[config.mk]
export PLATFORM = sky130hd
export DESIGN_NAME = solc_top
export DESIGN_NICKNAME = d
export VERILOG_FILES = /design/src/rtl/solc_pkg.sv /design/src/rtl/solc_top.sv
export SDC_FILE = /design/constraint.sdc
export NUM_CORES = 2
export LEC_CHECK = 0
export ABC_CLOCK_PERIOD_IN_PS = 25900
export BUFFER_PORTS_ARGS = -buffer_cell sky130_fd_sc_hd__buf_2
export CAP_MARGIN = 20
export CORE_UTILIZATION = 65
export CTS_CLUSTER_SIZE = 30
export DETAILED_ROUTE_END_ITERATION = 10
export HOLD_SLACK_MARGIN = 0.06
export MAX_ROUTING_LAYER = met4
export PLACE_DENSITY_LB_ADDON = 0.2
export SYNTH_ARGS = -nofsm -noshare
export SYNTH_HDL_FRONTEND = slang
export SYNTH_SLANG_ARGS = --single-unit
[constraint.sdc]
create_clock -name aclk -period 25.9 [get_ports aclk]
set_clock_uncertainty 0.15 [all_clocks]
set_input_delay 5.18 -clock aclk [delete_from_list [all_inputs] [get_ports aclk]]
set_output_delay 5.18 -clock aclk [all_outputs]
set_load 0.005 [all_outputs]
[src/rtl/solc_pkg.sv]
/*
 Constants, types and field layout of the scaled output level control block.
 Assumes one 200 MHz clock domain and a 32-bit AXI4-Lite register bus.
*/
`default_nettype none
package solc_pkg;
    localparam logic [7:0]  CTRL_OFS   = 8'h00;
    localparam logic [7:0]  GAIN_OFS   = 8'h04;
    localparam logic [7:0]  OFFS_OFS   = 8'h08;
    localparam logic [7:0]  PANEL_OFS  = 8'h0C;
    localparam logic [7:0]  LEVEL_OFS  = 8'h10;
    localparam logic [7:0]  REL_OFS    = 8'h14;
    localparam logic [7:0]  STAT_OFS   = 8'h18;
    localparam int          CTRL_EN    = 0;
    localparam int          CTRL_REL   = 1;
    localparam int          CTRL_TEMP  = 2;
    localparam int          CTRL_RATIO = 3;
    localparam int          PNL_TOG    = 0;
    localparam int          PNL_MENU   = 1;
    localparam int          PNL_ENTER  = 2;
    localparam int          STAT_ACT   = 0;
    localparam int          STAT_BUSY  = 1;
    localparam int          STAT_REL   = 2;
    localparam logic [31:0] GAIN_RST   = 32'h0001_0000;
    localparam logic [31:0] OFFS_RST   = 32'h0000_0000;
    localparam int          GAIN_FRAC  = 16;
    localparam int          ONE_SHIFT  = 20;
    localparam int          MV_PER_V   = 1000;
    localparam int          LIMIT_MV   = 1200;
    localparam int          TEMP_FS_MV = 1200;
    localparam int          RATIO_MV   = 1000;
    localparam longint      LIMIT_CODE = (longint'(LIMIT_MV) << ONE_SHIFT) / longint'(MV_PER_V);
    localparam logic [24:0] TEMP_SCALE = 25'((TEMP_FS_MV << ONE_SHIFT) / MV_PER_V);
    localparam logic [23:0] RATIO_DIV  = 24'((RATIO_MV << ONE_SHIFT) / MV_PER_V);
    localparam logic [43:0] QMAX       = 44'h00001000000;
    localparam int          DIV_STEPS  = 44;
    localparam logic [5:0]  DIV_LAST   = 6'(DIV_STEPS - 1);
    localparam logic [1:0]  RESP_OKAY  = 2'h0;
    localparam logic [1:0]  RESP_SLVERR = 2'h2;
    typedef enum logic [1:0] {CALC_IDLE, CALC_DIV, CALC_FIN} solc_calc_type;
    typedef enum logic [1:0] {MENU_IDLE, MENU_GAIN, MENU_OFFS} solc_menu_type;
endpackage
`default_nettype wire

[src/rtl/solc_top.sv]
/*
 Scaled output level control: AXI4-Lite registers, trigger-time parameter
 latching, a serial divider for reading over range, gain, offset, rel and limit.
 Assumes readings, triggers and the bus all run on aclk.
*/
// Implementation choices: the AXI4-Lite interface to the registers and the placing of the registers.
`timescale 1ns/100ps
`default_nettype none
module solc_top (
    input  wire logic               aclk,
    input  wire logic               aresetn,
    input  wire logic [7:0]         awaddr,
    input  wire logic               awvalid,
    output logic                    awready,
    input  wire logic [31:0]        wdata,
    input  wire logic [3:0]         wstrb,
    input  wire logic               wvalid,
    output logic                    wready,
    output logic [1:0]              bresp,
    output logic                    bvalid,
    input  wire logic               bready,
    input  wire logic [7:0]         araddr,
    input  wire logic               arvalid,
    output logic                    arready,
    output logic [31:0]             rdata,
    output logic [1:0]              rresp,
    output logic                    rvalid,
    input  wire logic               rready,
    input  wire logic               rdg_trig,
    input  wire logic               rdg_done,
    input  wire logic signed [23:0] rdg_value,
    input  wire logic signed [23:0] rdg_range,
    output logic signed [23:0]      scaled_voltage_output
);
    typedef struct packed {
        logic                   awready;
        logic                   wready;
        logic                   arready;
        logic                   aw_got;
        logic                   w_got;
        logic [7:0]             awaddr;
        logic [31:0]            wdata;
        logic [3:0]             wstrb;
        logic                   bvalid;
        logic [1:0]             bresp;
        logic                   rvalid;
        logic [1:0]             rresp;
        logic [31:0]            rdata;
        logic                   out_en;
        logic                   en_act;
        logic                   rel_en;
        logic                   temp;
        logic                   ratio;
        logic [31:0]            gain;
        logic [31:0]            off;
        logic [31:0]            gain_use;
        logic [31:0]            off_use;
        logic signed [23:0]     rel_val;
        logic signed [23:0]     raw;
        logic signed [23:0]     out;
        solc_pkg::solc_menu_type menu;
        solc_pkg::solc_calc_type calc;
        logic                   neg;
        logic                   temp_use;
        logic [5:0]             cnt;
        logic [43:0]            num;
        logic [23:0]            rem;
        logic [23:0]            div;
    } solc_state_type;

    solc_state_type     s;
    solc_state_type     n;
    logic               wr_go;
    logic               ctrl_wr;
    logic               pnl_wr;
    logic               rel_go;
    logic [31:0]        cw;
    logic [31:0]        pw;
    logic [23:0]        rdg_mag;
    logic [23:0]        rng_mag;
    logic [24:0]        dt;
    logic [24:0]        q_sat;
    logic [24:0]        q_t;
    logic signed [63:0] sq;
    logic signed [63:0] prod;
    logic signed [63:0] lvl;
    logic signed [63:0] lvl_rel;

    function automatic logic [31:0] merge(input logic [31:0] old, input logic [31:0] nw, input logic [3:0] st);
        logic [31:0] r;
        r = old;
        for (int i = 0; i < 4; i++) begin
            if (st[i]) begin
                r[8*i +: 8] = nw[8*i +: 8];
            end
        end
        return r;
    endfunction

    function automatic logic signed [23:0] sat(input logic signed [63:0] v);
        // Clamp to the output swing
        if (v > solc_pkg::LIMIT_CODE) begin
            return 24'(solc_pkg::LIMIT_CODE);
        end else if (v < -solc_pkg::LIMIT_CODE) begin
            return 24'(-solc_pkg::LIMIT_CODE);
        end
        return 24'(v);
    endfunction

    always_comb begin
        n = s;
        rel_go = 1'b0;
        wr_go = s.aw_got && s.w_got && !s.bvalid;
        ctrl_wr = wr_go && (s.awaddr == solc_pkg::CTRL_OFS);
        pnl_wr = wr_go && (s.awaddr == solc_pkg::PANEL_OFS);
        cw = merge({28'h0, s.ratio, s.temp, s.rel_en, s.out_en}, s.wdata, s.wstrb);
        pw = merge(32'h0, s.wdata, s.wstrb);
        rdg_mag = rdg_value[23] ? 24'(-rdg_value) : rdg_value;
        rng_mag = rdg_range[23] ? 24'(-rdg_range) : rdg_range;
        dt = {s.rem, s.num[43]};
        q_sat = (s.num > solc_pkg::QMAX) ? solc_pkg::QMAX[24:0] : s.num[24:0];
        q_t = s.temp_use ? 25'((50'(q_sat) * 50'(solc_pkg::TEMP_SCALE)) >> solc_pkg::ONE_SHIFT) : q_sat;
        sq = $signed({39'h0, q_t});
        if (s.neg) begin
            sq = -sq;
        end
        prod = sq * $signed({{32{s.gain_use[31]}}, s.gain_use});
        lvl = (prod >>> solc_pkg::GAIN_FRAC) - $signed({{32{s.off_use[31]}}, s.off_use});
        lvl_rel = lvl - $signed({{40{s.rel_val[23]}}, s.rel_val});

        if (rdg_trig) begin
            n.gain_use = s.gain;
            n.off_use = s.off;
            n.en_act = s.out_en;
        end

        unique case (s.calc)
            solc_pkg::CALC_IDLE: begin
                if (rdg_done) begin
                    n.neg = rdg_value[23];
                    n.num = {rdg_mag, 20'h0};
                    // ratio of one is one volt
                    n.div = s.ratio ? solc_pkg::RATIO_DIV : rng_mag;
                    n.temp_use = s.temp && !s.ratio;
                    n.rem = 24'h0;
                    n.cnt = 6'h0;
                    n.calc = solc_pkg::CALC_DIV;
                end
            end
            solc_pkg::CALC_DIV: begin
                if (dt >= {1'b0, s.div}) begin
                    n.rem = 24'(dt - {1'b0, s.div});
                    n.num = {s.num[42:0], 1'b1};
                end else begin
                    n.rem = dt[23:0];
                    n.num = {s.num[42:0], 1'b0};
                end
                n.cnt = s.cnt + 6'h1;
                if (s.cnt == solc_pkg::DIV_LAST) begin
                    n.calc = solc_pkg::CALC_FIN;
                end
            end
            solc_pkg::CALC_FIN: begin
                n.raw = sat(lvl);
                if (s.en_act) begin
                    n.out = s.rel_en ? sat(lvl_rel) : sat(lvl);
                end
                n.calc = solc_pkg::CALC_IDLE;
            end
        endcase

        if (awvalid && s.awready) begin
            n.aw_got = 1'b1;
            n.awaddr = awaddr;
        end
        if (wvalid && s.wready) begin
            n.w_got = 1'b1;
            n.wdata = wdata;
            n.wstrb = wstrb;
        end
        if (s.bvalid && bready) begin
            n.bvalid = 1'b0;
        end
        if (wr_go) begin
            n.aw_got = 1'b0;
            n.w_got = 1'b0;
            n.bvalid = 1'b1;
            n.bresp = solc_pkg::RESP_OKAY;
            case (s.awaddr)
                solc_pkg::CTRL_OFS: begin
                    n.temp = cw[solc_pkg::CTRL_TEMP];
                    n.ratio = cw[solc_pkg::CTRL_RATIO];
                    if (!cw[solc_pkg::CTRL_EN]) begin
                        n.out_en = 1'b0;
                        n.en_act = 1'b0;
                        n.out = 24'sh0;
                    end else begin
                        n.out_en = 1'b1;
                    end
                    if (cw[solc_pkg::CTRL_REL]) begin
                        rel_go = 1'b1;
                    end else begin
                        n.rel_en = 1'b0;
                    end
                end
                solc_pkg::GAIN_OFS: begin
                    n.gain = merge(s.gain, s.wdata, s.wstrb);
                end
                solc_pkg::OFFS_OFS: begin
                    n.off = merge(s.off, s.wdata, s.wstrb);
                end
                solc_pkg::PANEL_OFS: begin
                    if (pw[solc_pkg::PNL_TOG]) begin
                        if (s.rel_en) begin
                            n.rel_en = 1'b0;
                        end else begin
                            rel_go = 1'b1;
                        end
                    end
                    if (pw[solc_pkg::PNL_MENU]) begin
                        if (s.menu != solc_pkg::MENU_IDLE) begin
                            n.menu = solc_pkg::MENU_IDLE;
                        end else if (s.out_en) begin
                            n.out_en = 1'b0;
                            n.en_act = 1'b0;
                            n.out = 24'sh0;
                        end else begin
                            n.menu = solc_pkg::MENU_GAIN;
                        end
                    end else if (pw[solc_pkg::PNL_ENTER]) begin
                        if (s.menu == solc_pkg::MENU_GAIN) begin
                            n.menu = solc_pkg::MENU_OFFS;
                        end else if (s.menu == solc_pkg::MENU_OFFS) begin
                            n.menu = solc_pkg::MENU_IDLE;
                            n.out_en = 1'b1;
                        end
                    end
                end
                solc_pkg::LEVEL_OFS, solc_pkg::REL_OFS, solc_pkg::STAT_OFS: begin
                end
                default: begin
                    n.bresp = solc_pkg::RESP_SLVERR;
                end
            endcase
        end

        if (rel_go) begin
            n.rel_en = 1'b1;
            n.rel_val = s.en_act ? s.raw : 24'sh0;
            if (s.en_act) begin
                n.out = 24'sh0;
            end
        end

        if (s.rvalid && rready) begin
            n.rvalid = 1'b0;
        end
        if (arvalid && s.arready) begin
            n.rvalid = 1'b1;
            n.rresp = solc_pkg::RESP_OKAY;
            n.rdata = 32'h0;
            case (araddr)
                solc_pkg::CTRL_OFS: n.rdata = {28'h0, s.ratio, s.temp, s.rel_en, s.out_en};
                solc_pkg::GAIN_OFS: n.rdata = s.gain;
                solc_pkg::OFFS_OFS: n.rdata = s.off;
                solc_pkg::PANEL_OFS: n.rdata = {30'h0, s.menu};
                solc_pkg::LEVEL_OFS: n.rdata = {{8{s.out[23]}}, s.out};
                solc_pkg::REL_OFS: n.rdata = {{8{s.rel_val[23]}}, s.rel_val};
                solc_pkg::STAT_OFS: begin
                    n.rdata[solc_pkg::STAT_ACT] = s.en_act;
                    n.rdata[solc_pkg::STAT_BUSY] = (s.calc != solc_pkg::CALC_IDLE);
                    n.rdata[solc_pkg::STAT_REL] = s.rel_en;
                end
                default: n.rresp = solc_pkg::RESP_SLVERR;
            endcase
        end
        n.awready = !n.aw_got && !n.bvalid;
        n.wready = !n.w_got && !n.bvalid;
        n.arready = !n.rvalid;
    end

    always_ff @(posedge aclk) begin
        if (!aresetn) begin
            s <= '0;
            s.gain <= solc_pkg::GAIN_RST;
            s.gain_use <= solc_pkg::GAIN_RST;
            s.off <= solc_pkg::OFFS_RST;
            s.off_use <= solc_pkg::OFFS_RST;
        end else begin
            s <= n;
        end
    end

    assign awready = s.awready;
    assign wready = s.wready;
    assign bvalid = s.bvalid;
    assign bresp = s.bresp;
    assign arready = s.arready;
    assign rvalid = s.rvalid;
    assign rresp = s.rresp;
    assign rdata = s.rdata;
    assign scaled_voltage_output = s.out;
endmodule
`default_nettype wire

# ---- Yosys cells after proc, flatten, opt, wreduce, memory -nomap -nowiden
# Index checks and enable logic that the tools add are counted.
dict set report classes {
  mux 90
  addsub 7
  n_eq_ne 26
  reduce_logical 44
  order_cmp 6
  mul 2
}
# op count
set op_table {}
lappend op_table {{$mux W24} 20}
lappend op_table {{$pmux W74 S2} 1}
lappend op_table {{$pmux W29 S5} 1}
lappend op_table {{$mux W102} 1}
lappend op_table {{$mux W25} 3}
lappend op_table {{$mux W68} 1}
lappend op_table {{$mul A64 B32 Y64} 1}
lappend op_table {{$mux W32} 2}
lappend op_table {{$mux W64} 1}
lappend op_table {{$mux W8} 8}
lappend op_table {{$neg A25 Y64} 1}
lappend op_table {{$gt A50 B22 Y1 const B} 1}
lappend op_table {{$lt A50 B22 Y1 const B} 1}
lappend op_table {{$sub A49 B24 Y50} 1}
lappend op_table {{$gt A49 B22 Y1 const B} 1}
lappend op_table {{$lt A49 B22 Y1 const B} 1}
lappend op_table {{$sub A48 B32 Y49} 1}
lappend op_table {{$eq A8 B5 Y1 const B} 6}
lappend op_table {{$neg A24 Y24} 2}
lappend op_table {{$pmux W24 S2} 1}
lappend op_table {{$mul A25 B21 Y45 const B} 1}
lappend op_table {{$gt A44 B25 Y1 const B} 1}
lappend op_table {{$mux W35} 1}
lappend op_table {{$eq A8 B4 Y1 const B} 4}
lappend op_table {{other kinds (31)} 113}
dict set report word_totals {
  input_bits 109
  regBits 396
  elab_cells 214
  out_inout_bits 65
}

# ---- Longest topological paths before layout
dict set report depth {
  word_depth 25
  mapped_depth 94
  ltp_nobuf 88
}

# ---- Least setup slack after synthesis
# No wires, ideal clock.
dict set report synth_path {
  kind {register to register}
  startpoint {register s[75] in the netlist's numbering}
  endpoint {register s (netlist bit scaled_voltage_output[10])}
  path_buffers 8
  setup_slack_ns 5.215
  t_arrival_ns 20.418
  synth_period_minus_slack_ns 20.685
  path_stages_with_launch 81
  required_ns 25.633
  setup_ns 0.117
  path_cell_list {dfxtp_1 > or4_1 > or4_1 > clkbuf_1 > nor2_1 > clkbuf_1 > clkbuf_1 > and2_1 > ha_1 > fa_1 > fa_1 > fa_1 > fa_1 > fa_1 > inv_1 > fa_1 > inv_1 > ha_1 > [... 45 more ...] > a21o_1 > a2111oi_0 > a311oi_1 > inv_1 > ha_1 > inv_1 > nor2_1 > nor2_1 > xnor2_1 > and4_1 > o21ai_0 > or4_1 > nor4_1 > nand4_1 > o41ai_2 > buf_2 > o21ai_0 > a32o_1}
}
dict set report synth_via {
  elab_chain_cells 25
  elab_cells_between_ends 36
  classes_between {add/sub: 3; mul: 2; order compare: 5; mux: 26}
}
# item line_no
set synth_rtl {}
lappend synth_rtl {{from (decl)} solc_top.sv:71} ;# solc_state_type s;
lappend synth_rtl {{from (signal assigned)} solc_top.sv:290} ;# s <= n;
lappend synth_rtl {{$gt A44 B25 Y1 *} solc_top.sv:121} ;# q_sat = (s.num > solc_pkg::QMAX) ? solc_pkg::QMAX[24:0] : s.num[24:0];
lappend synth_rtl {{$mux W25 *} solc_top.sv:121}
lappend synth_rtl {{$mul A25 B21 Y45} solc_top.sv:122} ;# q_t = s.temp_use ? 25'((50'(q_sat) * 50'(solc_pkg::TEMP_SCALE)) >> solc_pkg::ONE_SHIFT) : q_sat;
lappend synth_rtl {{$mux W25 *} solc_top.sv:122}
lappend synth_rtl {{$neg A25 Y64} solc_top.sv:125} ;# sq = -sq;
lappend synth_rtl {{$mux W64 *} solc_top.sv:124} ;# if (s.neg) begin
lappend synth_rtl {{$mul A64 B32 Y64 *} solc_top.sv:127} ;# prod = sq * $signed({{32{s.gain_use[31]}}, s.gain_use});
lappend synth_rtl {{$sub A48 B32 Y49 *} solc_top.sv:128} ;# lvl = (prod >>> solc_pkg::GAIN_FRAC) - $signed({{32{s.off_use[31]}}, s.off_use});
lappend synth_rtl {{[... 9 more ...]} n/a}
lappend synth_rtl {{$mux W24 *} solc_top.sv:137} ;# unique case (s.calc)
lappend synth_rtl {{$mux W24} solc_top.sv:223} ;# end else if (s.out_en) begin
lappend synth_rtl {{$mux W24} solc_top.sv:221} ;# if (s.menu != solc_pkg::MENU_IDLE) begin
lappend synth_rtl {{$mux W24} solc_top.sv:220} ;# if (pw[solc_pkg::PNL_MENU]) begin
lappend synth_rtl {{$pmux W24 S2} solc_top.sv:189} ;# case (s.awaddr)
lappend synth_rtl {{$mux W26 *} solc_top.sv:184} ;# if (wr_go) begin
lappend synth_rtl {{$mux W24} solc_top.sv:250} ;# if (s.en_act) begin
lappend synth_rtl {{$mux W24 *} solc_top.sv:247} ;# if (rel_go) begin
# Mark *: on every way between the ends. The rest lies on a longest branch, timed or not. The select of a mux whose other input is x is not followed.
# A chain may end at the register's enable or synchronous reset.

# ---- Worst setup path in the final report
dict set report layout_path {
  startpoint {register s[76] in the netlist's numbering}
  endpoint {register s (netlist bit scaled_voltage_output[6])}
}
# Same word-level chain as after synthesis.

==> results.json <==
{
  "yosys_warnings": 0,
  "cpMostUsedCell": "fa_1",
  "finalWorstPathRequiredPeriod_ns": 24.44,
  "cp_max_fo": 37,
  "wl_per_cell_um": 22.9,
  "tns_ns": 0,
  "worstPathArrival_ns": 24.73,
  "start_util_pct": 65.6,
  "first_global_vias": 66000,
  "rows": 127,
  "vias": 63200,
  "timing.slew.headroom_pct": 14.4,
  "clockPowerShare_pct": 28.9,
  "first_iter_violations": 5556,
  "cts.path.max_buffers": 3,
  "ys_ff_latch": 394,
  "max_freq_mhz": 40.9,
  "wl_um": 243000,
  "dieHeight_um": 350,
  "synth_edf_count": 0,
  "port_buffers": 171,
  "intPower_mw": 1.27,
  "insertion_delay_ns": 0.56,
  "cts_tree": "built",
  "async_reset_ff_share_pct": 0,
  "synth.most_common_cell": "inv_1",
  "syn_area_per_cell_um2": 8.60,
  "routabilityCongestion": 1.07,
  "syn_inst": 9137,
  "root_buffer": "clkbuf_16",
  "p_switching_mw": 0.791,
  "seq_area_frac_synth_pct": 10.0,
  "grt_usage_pct": 42.1,
  "crit_path_end_kind": "flop",
  "hold_viol_final": 0,
  "p_total_mw": 2.06,
  "drive_above_1_share_pct": 5.33,
  "crit_type": "reg2reg",
  "grt_setup_unrepaired": "no",
  "postLayoutCoreUtil_pct": 68.2,
  "dp_hpwl_um": 197000,
  "holdCritStartpoint": "s[389]",
  "postRouteAntennaNets": 0,
  "post_cts_resized": 0,
  "grt_max_degree": 126,
  "power_density_nw_per_um2": 25.2,
  "clock-sinks": 394,
  "max-cap-violations": 0,
  "crit_start": "s[76]",
  "hp-class": "reg2reg",
  "r2r_start": "s[76]",
  "finalCritPeriodShare_pct": 94.4,
  "die_w_um": 350,
  "post_cts_buffers": 0,
  "layout_setup_ws_ns": 1.46,
  "synth.area.top_cells": "fa_1 (38%), dfxtp_1 (10%), inv_1 (9.3%), ha_1 (8.2%), nand2_1 (5.3%)",
  "worstSetupStartpointType": "flop",
  "final_max_slew_viol_count": 0,
  "synth_cell_types": 103,
  "nNetsFinal": 11100,
  "crit_slowest_cell": "o311ai_0",
  "finalSetupViolations": 0,
  "h-tree-depth": 2,
  "netlist_top_cells_count": "inv_1 (1953), fa_1 (1507), nand2_1 (1100)",
  "grt_antenna_before_repair": 8,
  "p_comb_share_pct": 40.5,
  "vias_per_cell": 5.96,
  "ir_drop_uv": 60.8,
  "synth_ff_type": "dfxtp_1",
  "clk_pin_slew_ns": 0.07,
  "cp.required_ns": 26.20,
  "syn_area_um2": 78500,
  "worst_pin_slew_ns": 1.28,
  "status": "finished clean",
  "synth_top_area_cell": "fa_1",
  "holdBufCountCts": 0,
  "syn_to_final_growth_pct": 4.02,
  "critPathMaxStageDelay_ns": 1.02,
  "seq_power_share_pct": 30.6,
  "preCtsSetupSlack_ns": 2.07,
  "leakage_nw": 40.8,
  "hold_ws_ns": 0.305,
  "drtPass1Iterations": 6,
  "numCtsBuffers": 37,
  "remaining_drc_errors": 0,
  "core_region_area_um2": 120000,
  "p_sw_share_pct": 38.4,
  "num_io_pins": 174,
  "synth_top_area_share_pct": 38.4,
  "grt_overflow": 0,
  "grt_pass1_wl_um": 380000,
  "die_area_um2": 122000
}
## path summary, 6_finish.rpt
check / to / slack [ns] / cells past startpoint
hold / removal: s[389] / 0.30 / 2
hold reg to reg: s[389] / 0.30 / 2
setup / recovery: scaled_voltage_output[6] / 1.46 / 77
setup reg to reg: scaled_voltage_output[6] / 1.46 / 77
## per-layer routing
layer  share of wire, %  track usage, %
met5                  0               -
met4                6.0            20.3
met3                9.7            8.82
met2                 46            65.7
met1                 38            52.4
## layout by cell type (no fill, tap or decap), drive strengths merged, types with 43 or more instances in the layout
cell / instances
nand3: 124
nor2: 411
a31oi: 43
o21ai: 251
a21oi: 326
o21a: 43
or3: 45
mux2i: 120
dfxtp: 394
nand2b: 48
buf: 295
clkbuf: 50
nor3: 77
fa: 1507
nand4: 50
nand2: 1100
xor2: 75
a22oi: 98
inv: 1958
and2: 569
ha: 516
a21o: 123
xnor2: 189
## worst max-delay path, delay by kind of cell (launching register included)
kind / cells / cell delay (ns)
xor gates and xnor gates: 2 / 0.34
AOI/OAI and AO/OA: 23 / 8.30
buffers and inverters: 14 / 1.94
and+or+nand+nor: 20 / 4.77
DFF: 1 / 0.33
adders and majority gates: 18 / 8.39
## power by group through the flow
| stage | combinational (mW) | clock (mW) | sequential [mW] |
|---|---|---|---|
| floorplan | 0.606 | 0 | 0.639 |
| global placement | 0.801 | 0 | 0.644 |
| detailed placement | 0.809 | 0 | 0.644 |
| CTS | 0.816 | 0.600 | 0.630 |
| global route | 0.915 | 0.622 | 0.632 |
| finish | 0.836 | 0.595 | 0.631 |
## sequential cells by signal, summed over array words and instances, names as in the netlist
name / cells
s: 306
rdata: 32
dt: 25
scaled_voltage_output: 24
arready: 1
awready: 1
bresp: 1
bvalid: 1
rresp: 1
rvalid: 1
wready: 1
## logic make-up after synthesis
kind of cell | count (synthesis) | share of synthesized area (%)
XOR/XNOR | 264 | 2.94
AO/OA/AOI/OAI | 1214 | 10.2
other | 1 | 0.00477
flip-flops | 394 | 10.0
AND/OR/NAND/NOR | 2620 | 16.0
buffers and inverters | 2474 | 12.2
adder cells (fa/ha/maj) | 2023 | 46.6
multiplexers | 147 | 1.96
## through the flow
stage               instances  instance area (µm²)
global placement        10500                80300
floorplan                9138                78500
global route            10600                81700
detailed placement      10500                80300
finish                  10600                81700
CTS                     10600                81600
## area by class of cell
| cell class | count | area (µm²) |
|---|---|---|
| clock inverter | 19 | 256 |
| multi-input combinational | 6270 | 61300 |
| timing repair buffer | 296 | 1820 |
| inverter | 1954 | 7340 |
| clock buffer | 49 | 1060 |
| tap | 1612 | 2020 |
| fill | 9912 | 38100 |
| antenna | 7 | 17.5 |
| sequential | 394 | 7900 |
Note: power is estimated with default switching activity, not from simulation.
